==> src/hw/ccsys_consts.svh <==
`ifndef CCSYS_CONSTS_SVH
`define CCSYS_CONSTS_SVH

// ----------------------------------------------------------------------
// Register offsets
// ----------------------------------------------------------------------
`define CCSYS_ADDR_W          8
`define CCSYS_OFS_ROUTING     8'h8C
`define CCSYS_OFS_SYSCTL      8'h80

// ----------------------------------------------------------------------
// System control field positions
// ----------------------------------------------------------------------
`define CCSYS_B_STREAM        11
`define CCSYS_B_UPWAIT        10
`define CCSYS_B_DNWAIT        9
`define CCSYS_B_PROBE         8
`define CCSYS_B_GATE          6
`define CCSYS_B_IDLOCK        5
`define CCSYS_B_PARSERR       4
`define CCSYS_B_CDMA          3
`define CCSYS_B_HOLD          1
`define CCSYS_B_RING_PME_MUX  0
`define CCSYS_SYSCTL_WMASK    32'h0000007B
`define CCSYS_SYSCTL_RST      32'h00000020

// ----------------------------------------------------------------------
// Routing register layout
// ----------------------------------------------------------------------
`define CCSYS_ROUTE_WMASK     32'h0FFFFFFF
`define CCSYS_ROUTE_RST       32'h00000000
`define CCSYS_MP6_LSB         24
`define CCSYS_MP6_CLKRUN      4'h1

// ----------------------------------------------------------------------
// Power switch settling delays
// ----------------------------------------------------------------------
`define CCSYS_CLK_MHZ         50
`define CCSYS_UP_DELAY_US     40
`define CCSYS_DN_DELAY_US     40
`define CCSYS_UP_CYC          (`CCSYS_UP_DELAY_US * `CCSYS_CLK_MHZ)
`define CCSYS_DN_CYC          (`CCSYS_DN_DELAY_US * `CCSYS_CLK_MHZ)
`define CCSYS_CNT_W           16

`endif

==> src/hw/ccsys_pkg.sv <==
package ccsys_pkg;
  typedef logic [31:0] ccsys_word_t;
  typedef enum logic [1:0] {
    CCSYS_PWR_IDLE,
    CCSYS_PWR_STREAM,
    CCSYS_PWR_WAIT
  } ccsys_pwr_e;
endpackage

==> src/hw/ccsys_settle.sv <==
`timescale 1ns/1ns
`include "ccsys_consts.svh"

module ccsys_settle
  import ccsys_pkg::*;
(
  input  wire logic                     clk_i,
  input  wire logic                     rst_b_i,
  input  wire logic                     start_i,
  input  wire logic [`CCSYS_CNT_W-1:0]  cycles_i,
  output logic                          busy_o
);

  logic [`CCSYS_CNT_W-1:0] count;

  // Start restarts the wait even while one is running
  always_ff @(posedge clk_i or negedge rst_b_i) begin
    if (!rst_b_i) begin
      count <= '0;
    end else if (start_i) begin
      count <= cycles_i;
    end else if (count != '0) begin
      count <= count - 1'b1;
    end
  end

  assign busy_o = (count != '0);

endmodule

==> src/hw/ccsys_top.sv <==
// Operation
// - Bit 11 high while power stream runs
// - Bit 10 high during power-up settling
// - Bit 9 high during power-down settling
// - Bit 8 mirrors card probe, resets zero
// - Bits 7 and 2 read zero
// - Bit 6 gates idle card clock
// - Bit 5 locks ID registers, resets one
// - Bit 4 routes card parity to SERR
// - Bit 3 plus routing enables central DMA
// - Bit 1 refuses clock-run stops
// - Mux zero: ring and PME, ring first
// - Mux one: only PME on terminal
// - Routing register at 8Ch, resets zero
// - All terminals inputs after reset
// - Routing default loadable from EEPROM
// - Routing bits 31-28 read zero
// - Bits 27-24 select terminal 6 function
`timescale 1ns/1ns
`include "ccsys_consts.svh"

module ccsys_top
  import ccsys_pkg::*;
(
  input  wire logic                     CORE_CLK_I,
  input  wire logic                     RST_B_I,
  input  wire logic [`CCSYS_ADDR_W-1:0] ADDR_I,
  input  wire logic [31:0]              WDATA_I,
  input  wire logic                     WR_I,
  input  wire logic                     RD_I,
  output logic      [31:0]              RDATA_O,
  input  wire logic                     PWR_REQ_I,
  input  wire logic                     PWR_UP_I,
  input  wire logic                     STREAM_DONE_I,
  input  wire logic                     CARD_PROBE_I,
  input  wire logic                     CARD_IDLE_I,
  input  wire logic                     CARD_CLK_STOPPED_I,
  output logic                          CARD_SM_CLK_EN_O,
  output logic                          ID_WRITE_EN_O,
  input  wire logic                     CARD_PARITY_ERR_I,
  output logic                          SERR_REQ_O,
  input  wire logic                     CDMA_ROUTED_I,
  output logic                          CENTRAL_DMA_EN_O,
  input  wire logic                     PCI_STOP_REQ_I,
  input  wire logic                     CARD_STOP_REQ_I,
  output logic                          PCI_STOP_ALLOW_O,
  output logic                          CARD_STOP_ALLOW_O,
  input  wire logic                     RING_I,
  input  wire logic                     RING_EN_I,
  input  wire logic                     PME_I,
  input  wire logic                     PME_EN_I,
  output logic                          RING_PME_O,
  input  wire logic                     EE_LOAD_I,
  input  wire logic [31:0]              EE_DATA_I,
  input  wire logic                     CLKRUN_IN_I,
  input  wire logic                     CLKRUN_DRV_I,
  input  wire logic [15:0]              ISA_IRQ_I,
  output logic                          MP6_O,
  output logic                          MP6_OE_B_O,
  output logic                          CLKRUN_O
);

  // --------------------------------------------------------------------
  // Register storage
  // --------------------------------------------------------------------
  ccsys_word_t system_control_low;
  ccsys_word_t pin_function_select;
  ccsys_pwr_e  pwr_state;
  logic        pwr_dir_up;
  logic        up_start;
  logic        dn_start;
  logic        power_up_wait;
  logic        power_down_wait;
  logic        power_stream_busy;
  logic        idle_clock_gate_en;
  logic        id_write_lock;
  logic        card_parity_serr_en;
  logic        central_dma_en;
  logic        clock_hold;
  logic        ring_pme_mux_sel;
  logic        card_probe_busy;
  logic        wr_sys;
  logic        wr_route;
  logic [3:0]  multipin6_select;

  function automatic ccsys_word_t merge_w(input ccsys_word_t old_v,
                                          input ccsys_word_t new_v,
                                          input ccsys_word_t mask);
    merge_w = (old_v & ~mask) | (new_v & mask);
  endfunction

  assign wr_sys   = WR_I && (ADDR_I == `CCSYS_OFS_SYSCTL);
  assign wr_route = WR_I && (ADDR_I == `CCSYS_OFS_ROUTING);

  // Only the writable enables are stored; status bits live elsewhere
  always_ff @(posedge CORE_CLK_I or negedge RST_B_I) begin
    if (!RST_B_I) begin
      system_control_low <= `CCSYS_SYSCTL_RST;
    end else if (wr_sys) begin
      system_control_low <= merge_w(system_control_low, WDATA_I,
                                    `CCSYS_SYSCTL_WMASK);
    end
  end

  // EEPROM load wins over a software write in the same cycle
  always_ff @(posedge CORE_CLK_I or negedge RST_B_I) begin
    if (!RST_B_I) begin
      pin_function_select <= `CCSYS_ROUTE_RST;
    end else if (EE_LOAD_I) begin
      pin_function_select <= EE_DATA_I & `CCSYS_ROUTE_WMASK;
    end else if (wr_route) begin
      pin_function_select <= merge_w(pin_function_select, WDATA_I,
                                     `CCSYS_ROUTE_WMASK);
    end
  end

  // --------------------------------------------------------------------
  // Power switch stream and settling
  // --------------------------------------------------------------------
  always_ff @(posedge CORE_CLK_I or negedge RST_B_I) begin
    if (!RST_B_I) begin
      pwr_state  <= CCSYS_PWR_IDLE;
      pwr_dir_up <= 1'b0;
    end else begin
      unique case (pwr_state)
        CCSYS_PWR_IDLE: begin
          if (PWR_REQ_I) begin
            pwr_state  <= CCSYS_PWR_STREAM;
            pwr_dir_up <= PWR_UP_I;
          end
        end
        CCSYS_PWR_STREAM: begin
          if (STREAM_DONE_I) begin
            pwr_state <= CCSYS_PWR_WAIT;
          end
        end
        CCSYS_PWR_WAIT: begin
          pwr_state <= CCSYS_PWR_IDLE;
        end
      endcase
    end
  end

  // The wait starts the cycle after the stream ends
  assign up_start = (pwr_state == CCSYS_PWR_WAIT) && pwr_dir_up;
  assign dn_start = (pwr_state == CCSYS_PWR_WAIT) && !pwr_dir_up;
  assign power_stream_busy = (pwr_state == CCSYS_PWR_STREAM);

  ccsys_settle u_up (
    .clk_i    (CORE_CLK_I),
    .rst_b_i  (RST_B_I),
    .start_i  (up_start),
    .cycles_i (`CCSYS_CNT_W'(`CCSYS_UP_CYC)),
    .busy_o   (power_up_wait)
  );

  ccsys_settle u_dn (
    .clk_i    (CORE_CLK_I),
    .rst_b_i  (RST_B_I),
    .start_i  (dn_start),
    .cycles_i (`CCSYS_CNT_W'(`CCSYS_DN_CYC)),
    .busy_o   (power_down_wait)
  );

  always_ff @(posedge CORE_CLK_I or negedge RST_B_I) begin
    if (!RST_B_I) begin
      card_probe_busy <= 1'b0;
    end else begin
      card_probe_busy <= CARD_PROBE_I;
    end
  end

  // --------------------------------------------------------------------
  // Read path
  // --------------------------------------------------------------------
  always_ff @(posedge CORE_CLK_I or negedge RST_B_I) begin
    if (!RST_B_I) begin
      RDATA_O <= 32'h00000000;
    end else if (RD_I) begin
      if (ADDR_I == `CCSYS_OFS_SYSCTL) begin
        RDATA_O <= (system_control_low & `CCSYS_SYSCTL_WMASK)
          | (32'(power_stream_busy) << `CCSYS_B_STREAM)
          | (32'(power_up_wait) << `CCSYS_B_UPWAIT)
          | (32'(power_down_wait) << `CCSYS_B_DNWAIT)
          | (32'(card_probe_busy) << `CCSYS_B_PROBE);
      end else if (ADDR_I == `CCSYS_OFS_ROUTING) begin
        RDATA_O <= pin_function_select & `CCSYS_ROUTE_WMASK;
      end else begin
        RDATA_O <= 32'h00000000;
      end
    end else begin
      RDATA_O <= 32'h00000000;
    end
  end

  // --------------------------------------------------------------------
  // Control outputs
  // --------------------------------------------------------------------
  assign idle_clock_gate_en  = system_control_low[`CCSYS_B_GATE];
  assign id_write_lock       = system_control_low[`CCSYS_B_IDLOCK];
  assign card_parity_serr_en = system_control_low[`CCSYS_B_PARSERR];
  assign central_dma_en      = system_control_low[`CCSYS_B_CDMA];
  assign clock_hold          = system_control_low[`CCSYS_B_HOLD];
  assign ring_pme_mux_sel    = system_control_low[`CCSYS_B_RING_PME_MUX];

  assign CARD_SM_CLK_EN_O = !(idle_clock_gate_en && CARD_IDLE_I
                              && CARD_CLK_STOPPED_I);
  assign ID_WRITE_EN_O    = !id_write_lock;
  // Parity error only reaches SERR when reporting is enabled
  assign SERR_REQ_O       = card_parity_serr_en && CARD_PARITY_ERR_I;
  assign CENTRAL_DMA_EN_O = central_dma_en && CDMA_ROUTED_I;
  assign PCI_STOP_ALLOW_O  = PCI_STOP_REQ_I && !clock_hold;
  assign CARD_STOP_ALLOW_O = CARD_STOP_REQ_I && !clock_hold;

  always_comb begin
    if (ring_pme_mux_sel) begin
      RING_PME_O = PME_EN_I && PME_I;
    end else if (RING_EN_I) begin
      RING_PME_O = RING_I;
    end else begin
      RING_PME_O = PME_EN_I && PME_I;
    end
  end

  // --------------------------------------------------------------------
  // Terminal 6
  // --------------------------------------------------------------------
  assign multipin6_select = pin_function_select[`CCSYS_MP6_LSB +: 4];

  // Code 0 leaves the pin floating; clock-run is open-drain style
  always_comb begin
    MP6_O      = 1'b0;
    MP6_OE_B_O = 1'b1;
    CLKRUN_O   = 1'b0;
    if (multipin6_select == `CCSYS_MP6_CLKRUN) begin
      CLKRUN_O   = CLKRUN_IN_I;
      MP6_OE_B_O = !CLKRUN_DRV_I;
    end else if (multipin6_select != 4'h0) begin
      MP6_O      = ISA_IRQ_I[multipin6_select];
      MP6_OE_B_O = 1'b0;
    end
  end

endmodule

==> config.mk <==
export PLATFORM = sky130hd
export DESIGN_NAME = ccsys_top
export DESIGN_NICKNAME = d
export VERILOG_FILES = /design/src/hw/ccsys_pkg.sv /design/src/hw/ccsys_settle.sv /design/src/hw/ccsys_top.sv
export VERILOG_INCLUDE_DIRS = /design/src /design/src/hw
export SDC_FILE = /design/constraint.sdc
export NUM_CORES = 1
export LEC_CHECK = 0
export BUFFER_PORTS_ARGS = -buffer_cell sky130_fd_sc_hd__buf_2
export CAP_MARGIN = 0
export CORE_AREA = 2 2 101 103
export DETAILED_ROUTE_END_ITERATION = 10
export DIE_AREA = 0 0 103 105
export PLACE_DENSITY_LB_ADDON = 0.05
export RECOVER_POWER = 50
export SETUP_SLACK_MARGIN = 0.02
export SLEW_MARGIN = 20
export SYNTH_ARGS = -nofsm -noshare
export SYNTH_HDL_FRONTEND = slang
export SYNTH_SLANG_ARGS = --single-unit
==> constraint.sdc <==
create_clock -name CORE_CLK_I -period 2.8 [get_ports CORE_CLK_I]
set_clock_uncertainty 0.15 [all_clocks]
set_input_delay 0.56 -clock CORE_CLK_I [delete_from_list [all_inputs] [get_ports CORE_CLK_I]]
set_output_delay 0.56 -clock CORE_CLK_I [all_outputs]
set_load 0.01 [all_outputs]
After elaboration in Yosys (flattened, before gate mapping) --
Cells that the tools add are included.
Storage, ports and cells: register bits 132, input port bits 109, output and inout bits 42, logic and storage cells 70
Operators by class: eq/ne operators 7, add/sub/neg operators 2, bitwise operators 6, reductions and logical operators 25, magnitude comparators 1, mux-type cells 21
Operators with widths (number):
- two-way mux 32 bit | 3
- two-way mux 16 bit | 4
- two-way mux 28 bit | 2
- OR 32 x 28 -> 32 bit | 1
- OR 32 x 7 -> 32 bit | 1
- nonzero test 16 bit | 2
- subtractor 16 x 1 -> 16 bit, second input constant | 2
- equality test 8 bit, second input constant | 2
- OR 12 x 10 -> 12 bit | 1
- OR 12 x 11 -> 12 bit | 1
- OR 12 x 9 -> 12 bit | 1
- OR 7 x 12 -> 12 bit | 1
- logical AND 1 bit | 11
- two-way mux 1 bit | 8
- one-hot mux 2 bit (3 select lines) | 1
- nonzero test 2 bit | 3
- logical NOT 1 bit | 5
- < comparator 4 x 5 -> 1 bit, second input constant | 1
- binary-select mux 1 bit (select 4 bit) | 1
- equality test 4 x 1 -> 1 bit, second input constant | 1
- two-way mux 2 bit | 2
- inequality test 2 bit, second input constant | 2
- AND reduction 2 bit | 2
- nonzero test 4 bit | 1
- 3 further kinds | 3

Depth between registers and ports, before layout --
depth after elaboration 7, gate-level depth with buffers 7, gate-level depth less buffers 6

Cells and area by module --
A second synthesis with hierarchy kept.
Second synthesis, totals: cells, all modules 475, area, all modules 5001.0 µm²
By module, submodules not included:
- ccsys_top | sequential area each 1652.8 µm², area each 2986.6 µm², times used 1, cells an instance 265
- ccsys_settle | sequential area each 400.4 µm², area each 1007.2 µm², times used 2, cells an instance 105

Worst setup path before layout --
No wires, ideal clock.
path kind register to output, start point register pin_function_select[24], end point output MP6_O, stages on the path, launching flop included 5, data required time 2090 ps, data arrival time 1523 ps, slack 567 ps, path buffers 1, cells stage by stage dfrtp_1 -> clkbuf_1 -> mux4_2 -> a211oi_1 -> a21oi_1
On the way: word-level cells in the longest chain between the ends 4, elaborated cells between the ends (all ways) 6, those cells by class eq/ne: 1; mux: 4; reduce/logical: 1
Ends and longest elaborated chain:
- start, declared | line ccsys_top.sv:67 | ccsys_word_t pin_function_select;
- start signal, assigned | line ccsys_top.sv:108 | pin_function_select <= `CCSYS_ROUTE_RST;
- start signal, assigned | line ccsys_top.sv:110 | pin_function_select <= EE_DATA_I & `CCSYS_ROUTE_WMASK;
- start signal, assigned | line ccsys_top.sv:112 | pin_function_select <= merge_w(pin_function_select, WDATA_I,
- binary-select mux 1 bit (select 4 bit) | line ccsys_top.sv:239 | MP6_O = ISA_IRQ_I[multipin6_select];
- two-way mux 1 bit (not written as such) | line ccsys_top.sv:239
- two-way mux 1 bit | line ccsys_top.sv:238 | end else if (multipin6_select != 4'h0) begin
- two-way mux 1 bit (*) | line ccsys_top.sv:235 | if (multipin6_select == `CCSYS_MP6_CLKRUN) begin
- end, declared | line ccsys_top.sv:58 | output logic MP6_O,
Mark *: on every way between the ends. The rest lies on a longest branch, timed or not. The select of a mux whose other input is x is not followed.

Worst setup path in the final report --
Ends and elaborated chain as after synthesis.

==> metrics.cfg <==
[outcome]
outcome=finished, final reports clean

[floorplan]
core_sq_um=9640
die_area_sq_um=10800
rows=36
initial_core_util_pct=50.2
die_h_um=105
die_x_um=103
io_pins=151

[route]
drtIter0Drc=141
drc=0
num_vias=4145
postRouteAntennaNets=0
wl_per_cell_um=15.1
via_per_inst=5.46
drt_wl_total_um=11500
detail_route.first_pass.iterations=5

[min_path]
hp-class=in2reg

[clock_tree]
insertion_delay_ns=0.36
cts_hold_buf=0
clockBufferDepth=2
htree_levels=3
cts_tree=built
cts_buffers=9
cts_sinks=98
post_cts_buffers=0
root_buffer=clkbuf_8
ctsResizeCount=0
clk_pin_slew_ns=0.10

[logic_synthesis]
ys_types=56
yosysSeqAreaShare_pct=50.8
synthXorXnorAreaFrac_pct=0.362
synth_top_area_share_pct=50.2
synthSimpleGateAreaFrac_pct=23.5
synth_seq_cells=98
synthTopCellsByArea=dfrtp_1, nor2b_1, a21oi_1, a31oi_1, nand2_1
synth_largest_area_cell=dfrtp_1
synth-adder-area-share_pct=1.55
synth-edff-count=0
synth.avg_cell_area_sq_um=9.87
synth_top_family_by_area=simple AND/OR/NAND/NOR gates
synth_compound_area_share_pct=16.1
async_reset_ff_share_pct=100
synth_warnings=0
synthesis.area_sq_um=4830
muxShareOfSynthArea_pct=3.78
ys.flop_type=dfrtp_1
syn_inst=490

[pwr]
intPower_mw=2.49
p_leak_nw=2.80
pwr-share-comb_pct=26.2
p_clk_share_pct=23.4
switchingPower_mw=1.31
swShare_pct=34.4
power_density_nw_per_um2=650
ir_drop_v=0.000290
power_frac_seq_pct=50.3

[worst_setup_path]
crit_family=multiplexers
critical_path_required_ns=2.09
slowest_stage=mux4_2
arrival_ns=1.70
crit_chain=mux4_2, a211oi_1, a21oi_1, buf_2
path_max_fanout=2
worstSetupPathType=reg2out
critPathLaunchType=flop
end_kind=output pin
worstPathBufferInverterCount=1
cp_slowest_stage_delay_ns=0.51

[sta]
min_period_ns=2.41
worst_pin_slew_ns=1.04
holdWs_ns=0.156
final.setup.tns_ns=0
rsz0062_at_grt=false
hold_violations=0
fmax_ghz=0.415
fin_crit_sh_pct=86.0
relSlewSlack_pct=30.7
drv_slew=0
setup_viol=0

[cells_and_area]
antennaDiodeCount=0
area_growth_pct=20.7
drive_gt1_share_pct=25.6
layout.filler_cells=889
nNetsFinal=736

[global_route]
grt_max_degree=57
grt_pass1_wl_um=19500
grt.overflow.total=0
grt_pass1_vias=4205
antenna_found_initial=1
grt_usage_pct=22.6

[placed_design]
gp_congestion=0.826
place.port_buffers=136
hpwl_um=8380

[flow_run]
maxCapViolations=0

==> through the flow <==
| stage | cell area (sq um) | total power, mW | cells | utilization, % | setup WS, ns |
|---|---|---|---|---|---|
| 2_1_floorplan | 4850 | 2.60 | 493 | - | 0.567 |
| 3_3_place_gp | 5680 | 2.88 | 743 | 58.9 | 0.445 |
| 3_5_place_dp | 5680 | 2.93 | 743 | 58.9 | 0.386 |
| 4_1_cts | 5880 | 3.83 | 759 | 61.0 | 0.370 |
| 5_1_grt | 5840 | 4.07 | 759 | 60.6 | 0.314 |
| 6_report | 5840 | 3.80 | 759 | 60.6 | 0.391 |
==> path summary, 6_finish.rpt <==
kind | start | end | slack [ns] | cells after the start
setup / recovery | pin_function_select[24] | MP6_O | 0.39 | 4
hold / removal | CARD_PROBE_I | card_probe_busy | 0.16 | 1
setup reg to reg | u_dn.count[0] | u_dn.count[4] | 0.64 | 7
hold reg to reg | pin_function_select[2] | RDATA_O[2] | 0.32 | 1
max in group asynchronous | RST_B_I | u_dn.count[5] | 0.80 | 2
min in group asynchronous | RST_B_I | RDATA_O[15] | 0.21 | 1
==> flip-flops by register name, indices dropped and copies added, names as in the netlist <==
name / count
RDATA_O: 28
pin_function_select: 28
u_dn.count: 16
u_up.count: 16
system_control_low: 6
pwr_state: 2
card_probe_busy: 1
pwr_dir_up: 1
==> cell usage after synthesis (all sizes together), types with 8 or more instances <==
cell type / instances
dfrtp: 97
nand2: 49
a21oi: 41
nor2b: 33
a31oi: 31
and2: 24
nor2: 24
clkbuf: 20
buf: 13
nand3: 12
inv: 10
o21ai: 9
a22o: 8
mux2: 8
nor3: 8
==> worst register-to-register path, cell delays in order (launching register included) <==
cell	delay (ns)
dfrtp_1	0.42
inv_1	0.07
ha_1	0.14
buf_4	0.17
nor4b_1	0.28
nand4_1	0.39
and4_1	0.37
o21ai_1	0.11
==> layout make-up <==
type	count	area, sq um	area share [%]
inverter	10	37.5	0.643
sequential	98	2450	42.0
clock buffer	11	151	2.59
clock inverter	5	45.0	0.772
timing repair buffer	150	759	13.0
tap	133	166	2.85
multi-input combinational	352	2220	38.1
==> cells by family after synthesis <==
group                    Yosys count
other                              1
XOR/XNOR                           2
AND/OR/NAND/NOR                  203
adder cells (fa/ha/maj)            6
multiplexers                      16
buffers and inverters             43
flip-flops                        98
AO/OA/AOI/OAI                    121
==> cell usage in the layout (no fill, tap or decap), types with 7 or more instances in the layout <==
cell	count
a22o_1	8
nor3_1	8
nand3_1	12
a21oi_1	41
clkbuf_8	11
inv_1	10
buf_2	119
and2_1	24
nor2b_1	33
dfrtp_1	97
nand4_1	7
buf_4	12
a31oi_1	31
mux2_1	7
clkbuf_1	17
nand2_1	49
mux2i_1	7
nor2_1	24
==> per-layer routing <==
metal / track usage, % / share of wire [%]
met1: 30.6 / 44
met2: 35.9 / 49
met3: 5.75 / 6.2
met4: 6.39 / 1.1
met5: 0 / 0
==> power groups by stage <==
stage,sequential [mW],combinational (mW),clock [mW]
final,1.91,0.996,0.890
after global routing,1.96,1.13,0.983
after CTS,1.90,1.01,0.922
after detailed placement,1.93,1.00,0
after global placement,1.91,0.968,0
after floorplan,1.86,0.740,0
Note: power is estimated with default switching activity, not from simulation.
